**src/scw_params.svh**
```systemverilog
// constants of the serial command, wake and status block
// assumes: included by its bare name from package and modules
`ifndef SCW_PARAMS_SVH
`define SCW_PARAMS_SVH

// command type codes, top three bits of the command byte
`define SCW_CMD_RD_BUF 3'h0
`define SCW_CMD_WR_BUF 3'h1
`define SCW_CMD_RD_REG 3'h2
`define SCW_CMD_WR_REG 3'h3
`define SCW_CMD_OFF 3'h4
`define SCW_CMD_CLR_IRQ 3'h5

// command byte fields
`define SCW_CMD_TYPE_MSB 7
`define SCW_CMD_TYPE_LSB 5
`define SCW_CMD_ADDR_MSB 4

// register address of the status register
`define SCW_ADDR_STATUS 5'h08

// status byte layout
`define SCW_STAT_WAKE 7
`define SCW_STAT_LOW 6
`define SCW_STAT_AUX 5

// width of the synchronised input group
`define SCW_SYNC_W 12

`endif

```
**src/scw_pkg.sv**
```systemverilog
// types of the serial command, wake and status block
// assumes: scw_params.svh on the include path
`include "scw_params.svh"

package scw_pkg;

    // where the interpreter stands within a frame
    typedef enum logic [1:0] {
        PH_CMD = 2'b00,
        PH_DATA = 2'b01,
        PH_IGNORE = 2'b10
    } scw_phase_t;

    // state of the byte shifter
    typedef struct packed {
        logic [2:0] cnt;
        logic [7:0] rx;
        logic [7:0] sh;
        logic sdo;
        logic rx_valid;
    } scw_shift_t;

    // state of the command interpreter
    typedef struct packed {
        logic sck_prev;
        logic wake_prev;
        logic aux_prev;
        scw_phase_t phase;
        logic [2:0] cmd;
        logic first;
        logic load_pend;
        logic [7:0] tx_byte;
        logic powered;
        logic wake_flag;
        logic aux_flag;
        logic low_flag;
        logic irq;
        logic sdo;
        logic sdo_oe;
        logic buf_rd;
        logic buf_wr;
        logic reg_rd;
        logic reg_wr;
        logic off_req;
        logic [4:0] reg_addr;
        logic [7:0] wr_data;
        logic ext_en;
        logic clk_en;
    } scw_core_t;

endpackage : scw_pkg

```
**src/scw_shift_if.sv**
```systemverilog
// bundle between the interpreter and its byte shifter
// assumes: both ends on the same clock
`timescale 1ns/1ps
`default_nettype none

interface scw_shift_if;
    logic frame;
    logic sck_rise;
    logic sck_fall;
    logic sdi;
    logic [7:0] tx_byte;
    logic [7:0] rx_byte;
    logic rx_valid;
    logic sdo;

    modport core (output frame, sck_rise, sck_fall, sdi, tx_byte,
        input rx_byte, rx_valid, sdo);
    modport shifter (input frame, sck_rise, sck_fall, sdi, tx_byte,
        output rx_byte, rx_valid, sdo);
endinterface : scw_shift_if

`default_nettype wire

```
**src/scw_sync.sv**
```systemverilog
// two-flop synchroniser for a group of pin inputs
// assumes: inputs asynchronous to clk, reset synchronous
`timescale 1ns/1ps
`default_nettype none

module scw_sync #(
    parameter int WIDTH = 1
) (
    input wire logic clk,
    input wire logic reset,
    input wire logic [WIDTH-1:0] d,
    output logic [WIDTH-1:0] q
);
    typedef struct packed {
        logic [WIDTH-1:0] meta;
        logic [WIDTH-1:0] stable;
    } scw_sync_t;

    scw_sync_t s;
    scw_sync_t n;

    // refuse an empty group
    if (WIDTH < 1) begin : g_chk
        $error("scw_sync: WIDTH must be at least 1");
    end

    // first stage feeds only the second
    always_comb
    begin
        n = s;
        n.meta = d;
        n.stable = s.meta;
    end

    always_ff @(posedge clk)
    begin
        if (reset)
        begin
            s <= '0;
        end
        else
        begin
            s <= n;
        end
    end

    assign q = s.stable;
endmodule : scw_sync

`default_nettype wire

```
**src/scw_shifter.sv**
```systemverilog
// byte shifter: samples on rising, drives on falling serial clock
// assumes: edges found by the interpreter, frame low clears it
`timescale 1ns/1ps
`default_nettype none

module scw_shifter (
    input wire logic clk,
    input wire logic reset,
    scw_shift_if.shifter b
);
    scw_pkg::scw_shift_t s;
    scw_pkg::scw_shift_t n;

    // shift in, count bits, present next bit msb first
    always_comb
    begin
        n = s;
        n.rx_valid = 1'b0;
        if (!b.frame)
        begin
            n.cnt = 3'h0; // partial byte dropped
            n.sh = b.tx_byte;
            n.sdo = b.tx_byte[7];
        end
        else
        begin
            if (b.sck_rise)
            begin
                n.rx = {s.rx[6:0], b.sdi}; // msb first
                n.cnt = s.cnt + 3'h1;
                n.rx_valid = (s.cnt == 3'h7); // whole bytes
            end
            if (b.sck_fall)
            begin
                if (s.cnt == 3'h0)
                begin
                    n.sh = b.tx_byte;
                    n.sdo = b.tx_byte[7];
                end
                else
                begin
                    n.sh = {s.sh[6:0], 1'b0};
                    n.sdo = s.sh[6];
                end
            end
        end
    end

    always_ff @(posedge clk)
    begin
        if (reset)
        begin
            s <= '0;
        end
        else
        begin
            s <= n;
        end
    end

    assign b.rx_byte = s.rx;
    assign b.rx_valid = s.rx_valid;
    assign b.sdo = s.sdo;
endmodule : scw_shifter

`default_nettype wire

```
**src/scw_core.sv**
```systemverilog
// serial command interpreter with wake, aux and low supply status
// assumes: buffer and register contents live outside; buffer head
// and register data are stable combinational answers to the pops
// and addresses driven here; runs only while the device is active
//
// How it works
// - each frame opens with one command byte; traffic is whole bytes
// - while the command shifts in, the buffer byte count shifts out
// - every byte travels most significant bit first
// - chip select low resets the serial logic and drops partial bytes
// - read and write commands carry one or more data bytes
// - top three bits pick the command, low five the register address
// - low five bits ignored outside register commands; host sends zero
// - codes: read buf, write buf, read reg, write reg, off, clear irq
// - buffer write echoes command then each data byte, one behind
// - register write echoes command and each written byte
// - register commands walk through successive addresses in a frame
// - off only with analog supply off, wake low and keys all high
// - clear-interrupt command drives the interrupt low
// - no serial traffic while host reset is low
// - select low and transparent off: output pin released
// - select low and transparent on: live receive stream out
// - wake pin rise sets wake flag; only its rise raises irq
// - aux rise with good voltage sets aux flag; rise raises irq
// - wake flag forces external supply and host clock enables on
// - low supply flag sets on low voltage, clears on read once recovered
// - after reset release the wake flag and interrupt are raised
// - wake pin low alone never requests off mode
// - status read clears wake and aux flags and interrupt, low supply flag only once recovered
`timescale 1ns/1ps
`default_nettype none
`include "scw_params.svh"

module scw_core (
    input wire logic clk,
    input wire logic reset,
    input wire logic chip_select,
    input wire logic serial_clock,
    input wire logic serial_in_pin,
    output logic serial_out_pin,
    output logic serial_out_oe,
    input wire logic transparent_select,
    input wire logic rx_stream,
    input wire logic host_reset_n,
    input wire logic [7:0] buffer_count,
    input wire logic [7:0] buf_rd_data,
    output logic buf_rd_pop,
    output logic buf_wr_push,
    output logic [7:0] write_data,
    output logic [4:0] reg_addr,
    input wire logic [7:0] reg_rd_data,
    output logic reg_rd_strobe,
    output logic reg_wr_strobe,
    input wire logic analog_supply_enable,
    input wire logic wake_pin,
    input wire logic aux_supply_pin,
    input wire logic aux_voltage_ok,
    input wire logic low_supply_cmp,
    input wire logic [4:0] key_inputs,
    input wire logic ctrl_ext_supply_en,
    input wire logic ctrl_host_clock_en,
    output logic ext_supply_enable,
    output logic host_clock_enable,
    output logic wake_flag,
    output logic aux_power_flag,
    output logic low_supply_flag,
    output logic irq_out,
    output logic off_mode_req
);
    scw_pkg::scw_core_t s;
    scw_pkg::scw_core_t n;
    logic [`SCW_SYNC_W-1:0] raw;
    logic [`SCW_SYNC_W-1:0] syn;
    logic cs_s;
    logic sck_s;
    logic sdi_s;
    logic wake_s;
    logic aux_s;
    logic aux_ok_s;
    logic low_s;
    logic [4:0] keys_s;
    logic wake_edge;
    logic aux_edge;
    logic status_read;
    logic clr_cmd;
    logic [2:0] rx_cmd;
    logic [7:0] status_byte;

    scw_shift_if b ();

    // select, serial, wake, aux, low supply and key inputs pass two flops first
    assign raw = {chip_select, serial_clock, serial_in_pin, wake_pin,
        aux_supply_pin, aux_voltage_ok, low_supply_cmp, key_inputs};

    scw_sync #(
        .WIDTH(`SCW_SYNC_W)
    ) u_sync (
        .clk(clk),
        .reset(reset),
        .d(raw),
        .q(syn)
    );

    assign {cs_s, sck_s, sdi_s, wake_s, aux_s, aux_ok_s, low_s,
        keys_s} = syn;

    // frame and clock edges handed to the shifter
    assign b.frame = cs_s && host_reset_n;
    assign b.sck_rise = sck_s && !s.sck_prev;
    assign b.sck_fall = !sck_s && s.sck_prev;
    assign b.sdi = sdi_s;
    assign b.tx_byte = s.tx_byte;

    scw_shifter u_shifter (
        .clk(clk),
        .reset(reset),
        .b(b.shifter)
    );

    // event detection and the status byte
    assign wake_edge = wake_s && !s.wake_prev;
    assign aux_edge = aux_s && !s.aux_prev && aux_ok_s;
    assign rx_cmd = b.rx_byte[`SCW_CMD_TYPE_MSB:`SCW_CMD_TYPE_LSB];
    assign status_byte = {s.wake_flag, s.low_flag, s.aux_flag,
        ~keys_s};

    // command decode, data phases, flags and pin drive
    always_comb
    begin
        n = s;
        status_read = 1'b0;
        clr_cmd = 1'b0;
        n.sck_prev = sck_s;
        n.wake_prev = wake_s;
        n.aux_prev = aux_s;
        n.buf_rd = 1'b0;
        n.buf_wr = 1'b0;
        n.reg_rd = 1'b0;
        n.reg_wr = 1'b0;
        n.off_req = 1'b0;
        n.load_pend = 1'b0;
        n.powered = 1'b1;
        if (!b.frame)
        begin
            n.phase = scw_pkg::PH_CMD;
            n.tx_byte = buffer_count;
        end
        else if (b.rx_valid)
        begin
            unique case (s.phase)
                scw_pkg::PH_CMD:
                begin
                    n.cmd = rx_cmd;
                    n.first = 1'b1;
                    n.tx_byte = b.rx_byte;
                    n.phase = scw_pkg::PH_DATA;
                    // low five bits only matter for registers
                    if (rx_cmd == `SCW_CMD_RD_REG ||
                        rx_cmd == `SCW_CMD_WR_REG)
                    begin
                        n.reg_addr = b.rx_byte[`SCW_CMD_ADDR_MSB:0];
                    end
                    unique case (rx_cmd)
                        `SCW_CMD_RD_BUF, `SCW_CMD_RD_REG:
                        begin
                            n.load_pend = 1'b1;
                        end
                        `SCW_CMD_WR_BUF, `SCW_CMD_WR_REG:
                        begin
                        end
                        `SCW_CMD_OFF:
                        begin
                            n.phase = scw_pkg::PH_IGNORE;
                            n.off_req = !analog_supply_enable &&
                                !wake_s && (&keys_s);
                        end
                        `SCW_CMD_CLR_IRQ:
                        begin
                            n.phase = scw_pkg::PH_IGNORE;
                            clr_cmd = 1'b1;
                        end
                        default:
                        begin
                            n.phase = scw_pkg::PH_IGNORE;
                        end
                    endcase
                end
                scw_pkg::PH_DATA:
                begin
                    n.first = 1'b0;
                    unique case (s.cmd)
                        `SCW_CMD_WR_BUF:
                        begin
                            n.buf_wr = 1'b1;
                            n.wr_data = b.rx_byte;
                            n.tx_byte = b.rx_byte;
                        end
                        `SCW_CMD_WR_REG:
                        begin
                            n.reg_wr = 1'b1;
                            n.wr_data = b.rx_byte;
                            n.tx_byte = b.rx_byte;
                            if (!s.first)
                            begin
                                n.reg_addr = s.reg_addr + 5'h01;
                            end
                        end
                        `SCW_CMD_RD_REG:
                        begin
                            n.reg_addr = s.reg_addr + 5'h01;
                            n.load_pend = 1'b1;
                        end
                        default:
                        begin
                            n.load_pend = 1'b1;
                        end
                    endcase
                end
                scw_pkg::PH_IGNORE:
                begin
                end
            endcase
        end
        // fetch the next outgoing byte a cycle after the request
        if (s.load_pend && b.frame)
        begin
            if (s.cmd == `SCW_CMD_RD_BUF)
            begin
                n.buf_rd = 1'b1;
                n.tx_byte = buf_rd_data;
            end
            else
            begin
                n.reg_rd = 1'b1;
                status_read = (s.reg_addr == `SCW_ADDR_STATUS);
                n.tx_byte = status_read ? status_byte : reg_rd_data;
            end
        end
        // clears first, so that a same-cycle event still sets
        if (status_read)
        begin
            n.wake_flag = 1'b0;
            n.aux_flag = 1'b0;
            n.irq = 1'b0;
            n.low_flag = low_s;
        end
        if (clr_cmd)
        begin
            n.irq = 1'b0;
        end
        if (wake_edge || !s.powered)
        begin
            n.wake_flag = 1'b1;
            n.irq = n.irq || !s.wake_flag || status_read;
        end
        if (aux_edge)
        begin
            n.aux_flag = 1'b1;
            n.irq = n.irq || !s.aux_flag || status_read;
        end
        if (low_s)
        begin
            n.low_flag = 1'b1;
        end
        n.ext_en = ctrl_ext_supply_en || n.wake_flag;
        n.clk_en = ctrl_host_clock_en || n.wake_flag;
        // output pin: shifter, transparent stream or released
        if (b.frame)
        begin
            n.sdo = b.sdo;
            n.sdo_oe = 1'b1;
        end
        else
        begin
            n.sdo = transparent_select && rx_stream;
            n.sdo_oe = transparent_select;
        end
    end

    always_ff @(posedge clk)
    begin
        if (reset)
        begin
            s <= '0;
        end
        else
        begin
            s <= n;
        end
    end

    assign serial_out_pin = s.sdo;
    assign serial_out_oe = s.sdo_oe;
    assign buf_rd_pop = s.buf_rd;
    assign buf_wr_push = s.buf_wr;
    assign write_data = s.wr_data;
    assign reg_addr = s.reg_addr;
    assign reg_rd_strobe = s.reg_rd;
    assign reg_wr_strobe = s.reg_wr;
    assign ext_supply_enable = s.ext_en;
    assign host_clock_enable = s.clk_en;
    assign wake_flag = s.wake_flag;
    assign aux_power_flag = s.aux_flag;
    assign low_supply_flag = s.low_flag;
    assign irq_out = s.irq;
    assign off_mode_req = s.off_req;
endmodule : scw_core

`default_nettype wire

```
**config.mk**
```make
export PLATFORM = sky130hd
export DESIGN_NAME = scw_core
export DESIGN_NICKNAME = d
export VERILOG_FILES = /design/src/scw_pkg.sv /design/src/scw_shift_if.sv /design/src/scw_sync.sv /design/src/scw_shifter.sv /design/src/scw_core.sv
export VERILOG_INCLUDE_DIRS = /design/src /design/src/src
export SDC_FILE = /design/constraint.sdc
export NUM_CORES = 1
export LEC_CHECK = 0
export BUFFER_PORTS_ARGS = -buffer_cell sky130_fd_sc_hd__buf_2
export CORE_AREA = 5 5 97 99
export CTS_CLUSTER_DIAMETER = 150
export DETAILED_ROUTE_END_ITERATION = 16
export DIE_AREA = 0 0 102 104
export PLACE_DENSITY = 0.71
export SKIP_LAST_GASP = 1
export SYNTH_ARGS = -nofsm -noshare
export SYNTH_HDL_FRONTEND = slang
export SYNTH_SLANG_ARGS = --single-unit
```
**constraint.sdc**
```tcl
create_clock -name clk -period 1.8 [get_ports clk]
set_input_delay 0.36 -clock clk [delete_from_list [all_inputs] [get_ports clk]]
set_output_delay 0.36 -clock clk [all_outputs]
set_load 0.01 [all_outputs]
```
==> Word-level counts from Yosys, hierarchy flattened <==
Cells that the tools add are included.
{ "op_classes": {"n_shift": 0, "n_div": 0, "n_bitwise": 8, "n_mul": 0, "order_cmp": 0, "n_addsub": 2, "n_reduce_logical": 51, "n_eq_ne": 18, "muxes": 49} }
{ "ops": {"columns": ["op", "n"], "rows": [
  ["8-bit two-way mux", 10],
  ["15-bit two-way mux", 2],
  ["27-bit two-way mux", 1],
  ["1-bit two-way mux", 26],
  ["10-bit one-hot mux with 2 select lines", 1],
  ["5-bit one-hot mux with 2 select lines", 2],
  ["13-bit two-way mux", 1],
  ["3-bit by 2-bit == test with 1-bit output, second input constant", 4],
  ["1-bit logical AND", 10],
  ["5-bit two-way mux", 2],
  ["3-bit == test, second input constant", 3],
  ["1-bit zero test", 9],
  ["3-bit zero test", 3],
  ["3-bit AND reduction", 3],
  ["1-bit logical OR", 8],
  ["2-bit OR reduction", 4],
  ["4-bit OR reduction", 2],
  ["1-bit inverter", 7],
  ["3-bit by 1-bit == test with 1-bit output, second input constant", 2],
  ["3-bit by 1-bit inequality test with 1-bit output, second input constant", 2],
  ["6-bit AND reduction", 1],
  ["2-bit nonzero test", 3],
  ["3-bit OR reduction", 2],
  ["5-bit by 1-bit adder with 5-bit output, second input constant", 1],
  ["other kinds (17)", 19]
]} }
{ "word_totals": {"wordCells": 159, "mem_bits_rw": 0, "latchBits": 0, "rom_bits": 0, "output_inout_bits": 26, "n_memories": 0, "register_bits": 89} }

==> Depth between registers and ports, before layout <==
{ "depth": {"ltp_word": 13, "depth_mapped": 8, "mapped_depth_nobuf": 7} }

==> Cells and area by module <==
From an unflattened synthesis, not the netlist that was laid out.
{ "unflattened": {"hier_cells": 411, "area_unflattened_um2": 3887.5} }
{ "modules_own_cells": {"columns": ["module", "n_inst", "area_each_um2", "seq_area_each_um2", "cells_each"], "rows": [
  ["scw_core", 1, 2272.2, 900.9, 254],
  ["scw_shifter", 1, 922.1, 400.4, 107],
  ["scw_sync", 1, 693.2, 480.5, 50]
]} }

==> Least setup slack after synthesis <==
OpenSTA, ideal clock, no wires.
{ "synth_path": {"path_kind": "register -> register", "startpoint": "register s (netlist bit reg_addr[0])", "endpoint": "register s (netlist bit b.tx_byte[6])", "arrival_ns": 1.418, "required_ns": 1.665, "slack_ns": 0.246, "path_stages_with_launch": 9, "setup_time_ns": 0.135, "synth_period_minus_slack_ns": 1.554, "path_cell_list": "dfxtp_1 > inv_1 > ha_1 > nand4bb_1 > buf_2 > mux2i_1 > nand2_1 > o211ai_1 > a31oi_1"} }
{ "synth_between": {"elab_chain_cells": 4} }
{ "synth_rtl": {"columns": ["item", "line", "text"], "rows": [
  ["from (decl)", "scw_core.sv:70", "scw_pkg::scw_core_t s;"],
  ["from (signal assigned)", "scw_core.sv:288", "s <= n;"],
  ["5-bit by 4-bit == test with 1-bit output (no line)", null, null],
  ["8-bit two-way mux", "scw_core.sv:236", "n.tx_byte = status_read ? status_byte : reg_rd_data;"],
  ["8-bit two-way mux", "scw_core.sv:227", "if (s.cmd == `SCW_CMD_RD_BUF)"],
  ["8-bit two-way mux", "scw_core.sv:225", "if (s.load_pend && b.frame)"]
]} }
No other way between the ends.
A chain may end at the register's enable or synchronous reset.

==> Worst setup path in the final report <==
{ "layout_path": {"startpoint": "register s (netlist bit reg_addr[0])", "endpoint": "register s (netlist bit host_clock_enable)"} }
{ "layout_between": {"elab_chain_cells": 6} }
{ "layout_rtl": {"columns": ["item", "line", "text"], "rows": [
  ["5-bit by 4-bit == test with 1-bit output (no line)", null, null],
  ["1-bit two-way mux", "scw_core.sv:227", null],
  ["1-bit two-way mux", "scw_core.sv:225", null],
  ["4-bit two-way mux", "scw_core.sv:240", "if (status_read)"],
  ["1-bit two-way mux", "scw_core.sv:251", "if (wake_edge || !s.powered)"],
  ["1-bit logical OR", "scw_core.sv:266", "n.clk_en = ctrl_host_clock_en || n.wake_flag;"]
]} }
No other way between the ends. The select of a mux whose other input is x is not followed.

==> results by group <==
Die
  – Core area: 8470 um^2
  – Starting density of the core: 43.2%
  – Die Footprint: 10600 um^2
  – Chip height: 104 um
  – Die width: 102 um
  – I/O pins: 70
  – Row count: 34

Placed design
  – Dpl cell area: 4050 um^2
  – Count of input and output buffers: 69
  – Dpl cells: 562
  – Hpwl dp: 6590 um
  – Final RePlAce weighted congestion: 0.865

Power
  – Total power draw: 3.62 mW
  – Worst-case vdd ir drop: 0.410 mV
  – Power Density: 850 nW/um^2
  – Lkg Pwr: 1.77 nW

Clock network
  – Reg clk slew, reported paths: 0.09 ns
  – CTS Hold Bufs: 0
  – Post-CTS Setup Bufs: 0
  – Clock Path Buffers: 2
  – TritonCTS Sinks: 89
  – CTS root buf: clkbuf_8
  – CTS H-Tree Depth: 3
  – TritonCTS Buffers: 9
  – CTS resizes: 0
  – Clock latency at the later pin of the worst-skew pair: 0.37 ns
  – TritonCTS clock tree: done

Drt
  – Initial DRC count: 189
  – Vias: 2980
  – DRC viols: 0
  – DR vias/cell: 5.16
  – Drt first pass iters: 4
  – Routed WL: 8750 um
  – Post-DRT Antenna Nets: 0
  – Drt wl/cell: 15.1 um

Setup path
  – Top delay family on crit path: simple AND/OR/NAND/NOR gates
  – CP Capture Type: register
  – Worst EP required: 2.05 ns
  – Critical-path cell list: inv_1, ha_1, nand4bb_4, or3b_4, nand2_1, a21o_1, o21ai_0
  – CP Class: register to register
  – CP Launch Type: register
  – Worst stage delay on the critical path: 0.43 ns
  – Critical Path AT: 1.86 ns
  – Worst path bufs/invs: 1
  – Worst-path maximum fanout: 5
  – Slowest cell on crit path: or3b_4

Global routing
  – Initial antenna violation count: 0
  – GRT Util Overall: 17.2%
  – Largest net degree at the start of global routing: 25
  – First-pass GRT wire length: 14300 um
  – Grt total ovfl: 0
  – Vias in the first global route: 2854

Synthesis
  – Flops & latches, synth: 89
  – Area share of the largest cell type after synthesis: 48.8%
  – Synth warnings: 0
  – Syn Inst Count: 405
  – Netlist cell types: 42
  – Syn nets: 454
  – Post-synth ARST share: 0%
  – Seq/Total Area, Yosys: 48.8%
  – Syn Area/Cell: 9.02 um^2
  – Largest area contributor in the netlist: dfxtp_1
  – Post-synth EDFFs: 0
  – Primary FF master, synth: dfxtp_1
  – Most frequent cell after synthesis: dfxtp_1
  – Top cells by count, synth: dfxtp_1 (89), nand2_1 (40), nor2_1 (34)
  – Area contributors post-synth: dfxtp_1 (49%), mux2i_1 (7.1%), nor2b_1 (5.5%)
  – Cell Area, Synth: 3650 um^2

STA
  – Slew @ Worst Pin: 0.417 ns
  – Clk_skew: 0.0121 ns
  – Final Hold Slack: 0.201 ns
  – Final period utilization: 89.7%
  – Unrepaired setup endpoints after global routing: no
  – Final setup TNS: 0 ns
  – Setup violations, final: 0
  – Final Critical Period: 1.61 ns
  – Max Fclk: 620 MHz
  – Slew headroom: 72.0%
  – Pins Over Slew Limit: 0
  – Endpoints failing hold: 0

Run
  – Max cap viols: 0

Finish
  – Fin cells: 578
  – N_diodes: 0
  – Design area: 4260 um^2
  – Area growth syn-to-layout: 16.7%
  – Fillers: 809
  – Nets: 514
  – Layout cell share with drive strength beyond 1: 23.4%

Status
  – Status: finished clean

Hold path
  – Hold crit path type: input pin to register
-- layer usage --
metal / up-vias / GRT usage [%] / part of all wire [%]
met1: 1385 / 24.4 / 46
met5: - / 0 / 0
met2: 94 / 25.3 / 45
li1: 1491 / - / -
met4: 0 / 4.78 / 1.2
met3: 10 / 5.16 / 7.9
-- power breakdown --
group	leakage, nW	switching (mW)	internal, mW	total [mW]
Sequential	0.728	0.0281	2.03	2.06
Combinational	0.938	0.110	0.0976	0.208
Clock	0.0994	0.719	0.641	1.36
Total	1.77	0.857	2.77	3.62
-- registers in the layout (all words and copies together), names as in the netlist, 5 cells and up --
name,count
u_sync.n,12
u_sync.q,12
s,11
u_shifter.s,10
b.tx_byte,8
u_shifter.b.rx_byte,8
write_data,8
reg_addr,5
-- logic make-up (layout without fill, tap and decap cells) --
family / Yosys count / count (layout) / share of synthesized area (%)
flops: 89 / 89 / 48.8
compound gates: 81 / 81 / 14.0
simple gates: 151 / 151 / 20.9
buf+inv: 52 / 117 / 7.33
mux: 26 / 26 / 7.12
fa+ha+maj: 5 / 5 / 1.71
xor+xnor: 1 / 1 / 0.240
-- per-stage QoR --
step,util [%],setup WS [ns]
global placement,47.9,0.207
floorplan,-,0.246
detailed placement,47.9,0.132
global route,50.4,0.0635
finish,50.4,0.186
CTS,50.2,0.125
-- layout by cell type, fill, tap and decap left out, drive strengths merged, types with 2 or more instances in the layout --
master	instances
clkbuf	9
nor2b	32
nand3	5
clkinv	4
nand2	40
or3	2
o211ai	4
nand2b	4
nor4	4
a21oi	26
ha	5
nand4	2
nor2	34
or2	3
dfxtp	89
mux2i	26
o31ai	2
a31oi	5
o21ai	20
nor3	11
a221oi	5
inv	15
and3	6
buf	87
o221ai	2
a211oi	12
and2	4
-- final timing paths --
| kind | from | slack (ns) | end | cells after the start |
|---|---|---|---|---|
| max | reg_addr[0] | 0.19 | host_clock_enable | 7 |
| min | aux_voltage_ok | 0.20 | u_sync.n[6] | 2 |
| max reg2reg | reg_addr[0] | 0.19 | host_clock_enable | 7 |
| min reg2reg | u_sync.n[10] | 0.44 | u_sync.q[10] | 1 |
-- layout make-up --
cell class                      count  area (um^2)  share of cell area, %
Clock buffer                        9          124                   2.90
Clock inverter                      7         70.1                   1.64
Inverter                           14         52.6                   1.23
Multi-Input combinational cell    264         1620                   38.0
Sequential cell                    89         1780                   41.8
Tap cell                          108          135                   3.17
Timing Repair Buffer               87          480                   11.3
Power figures use the tool's default switching activity.
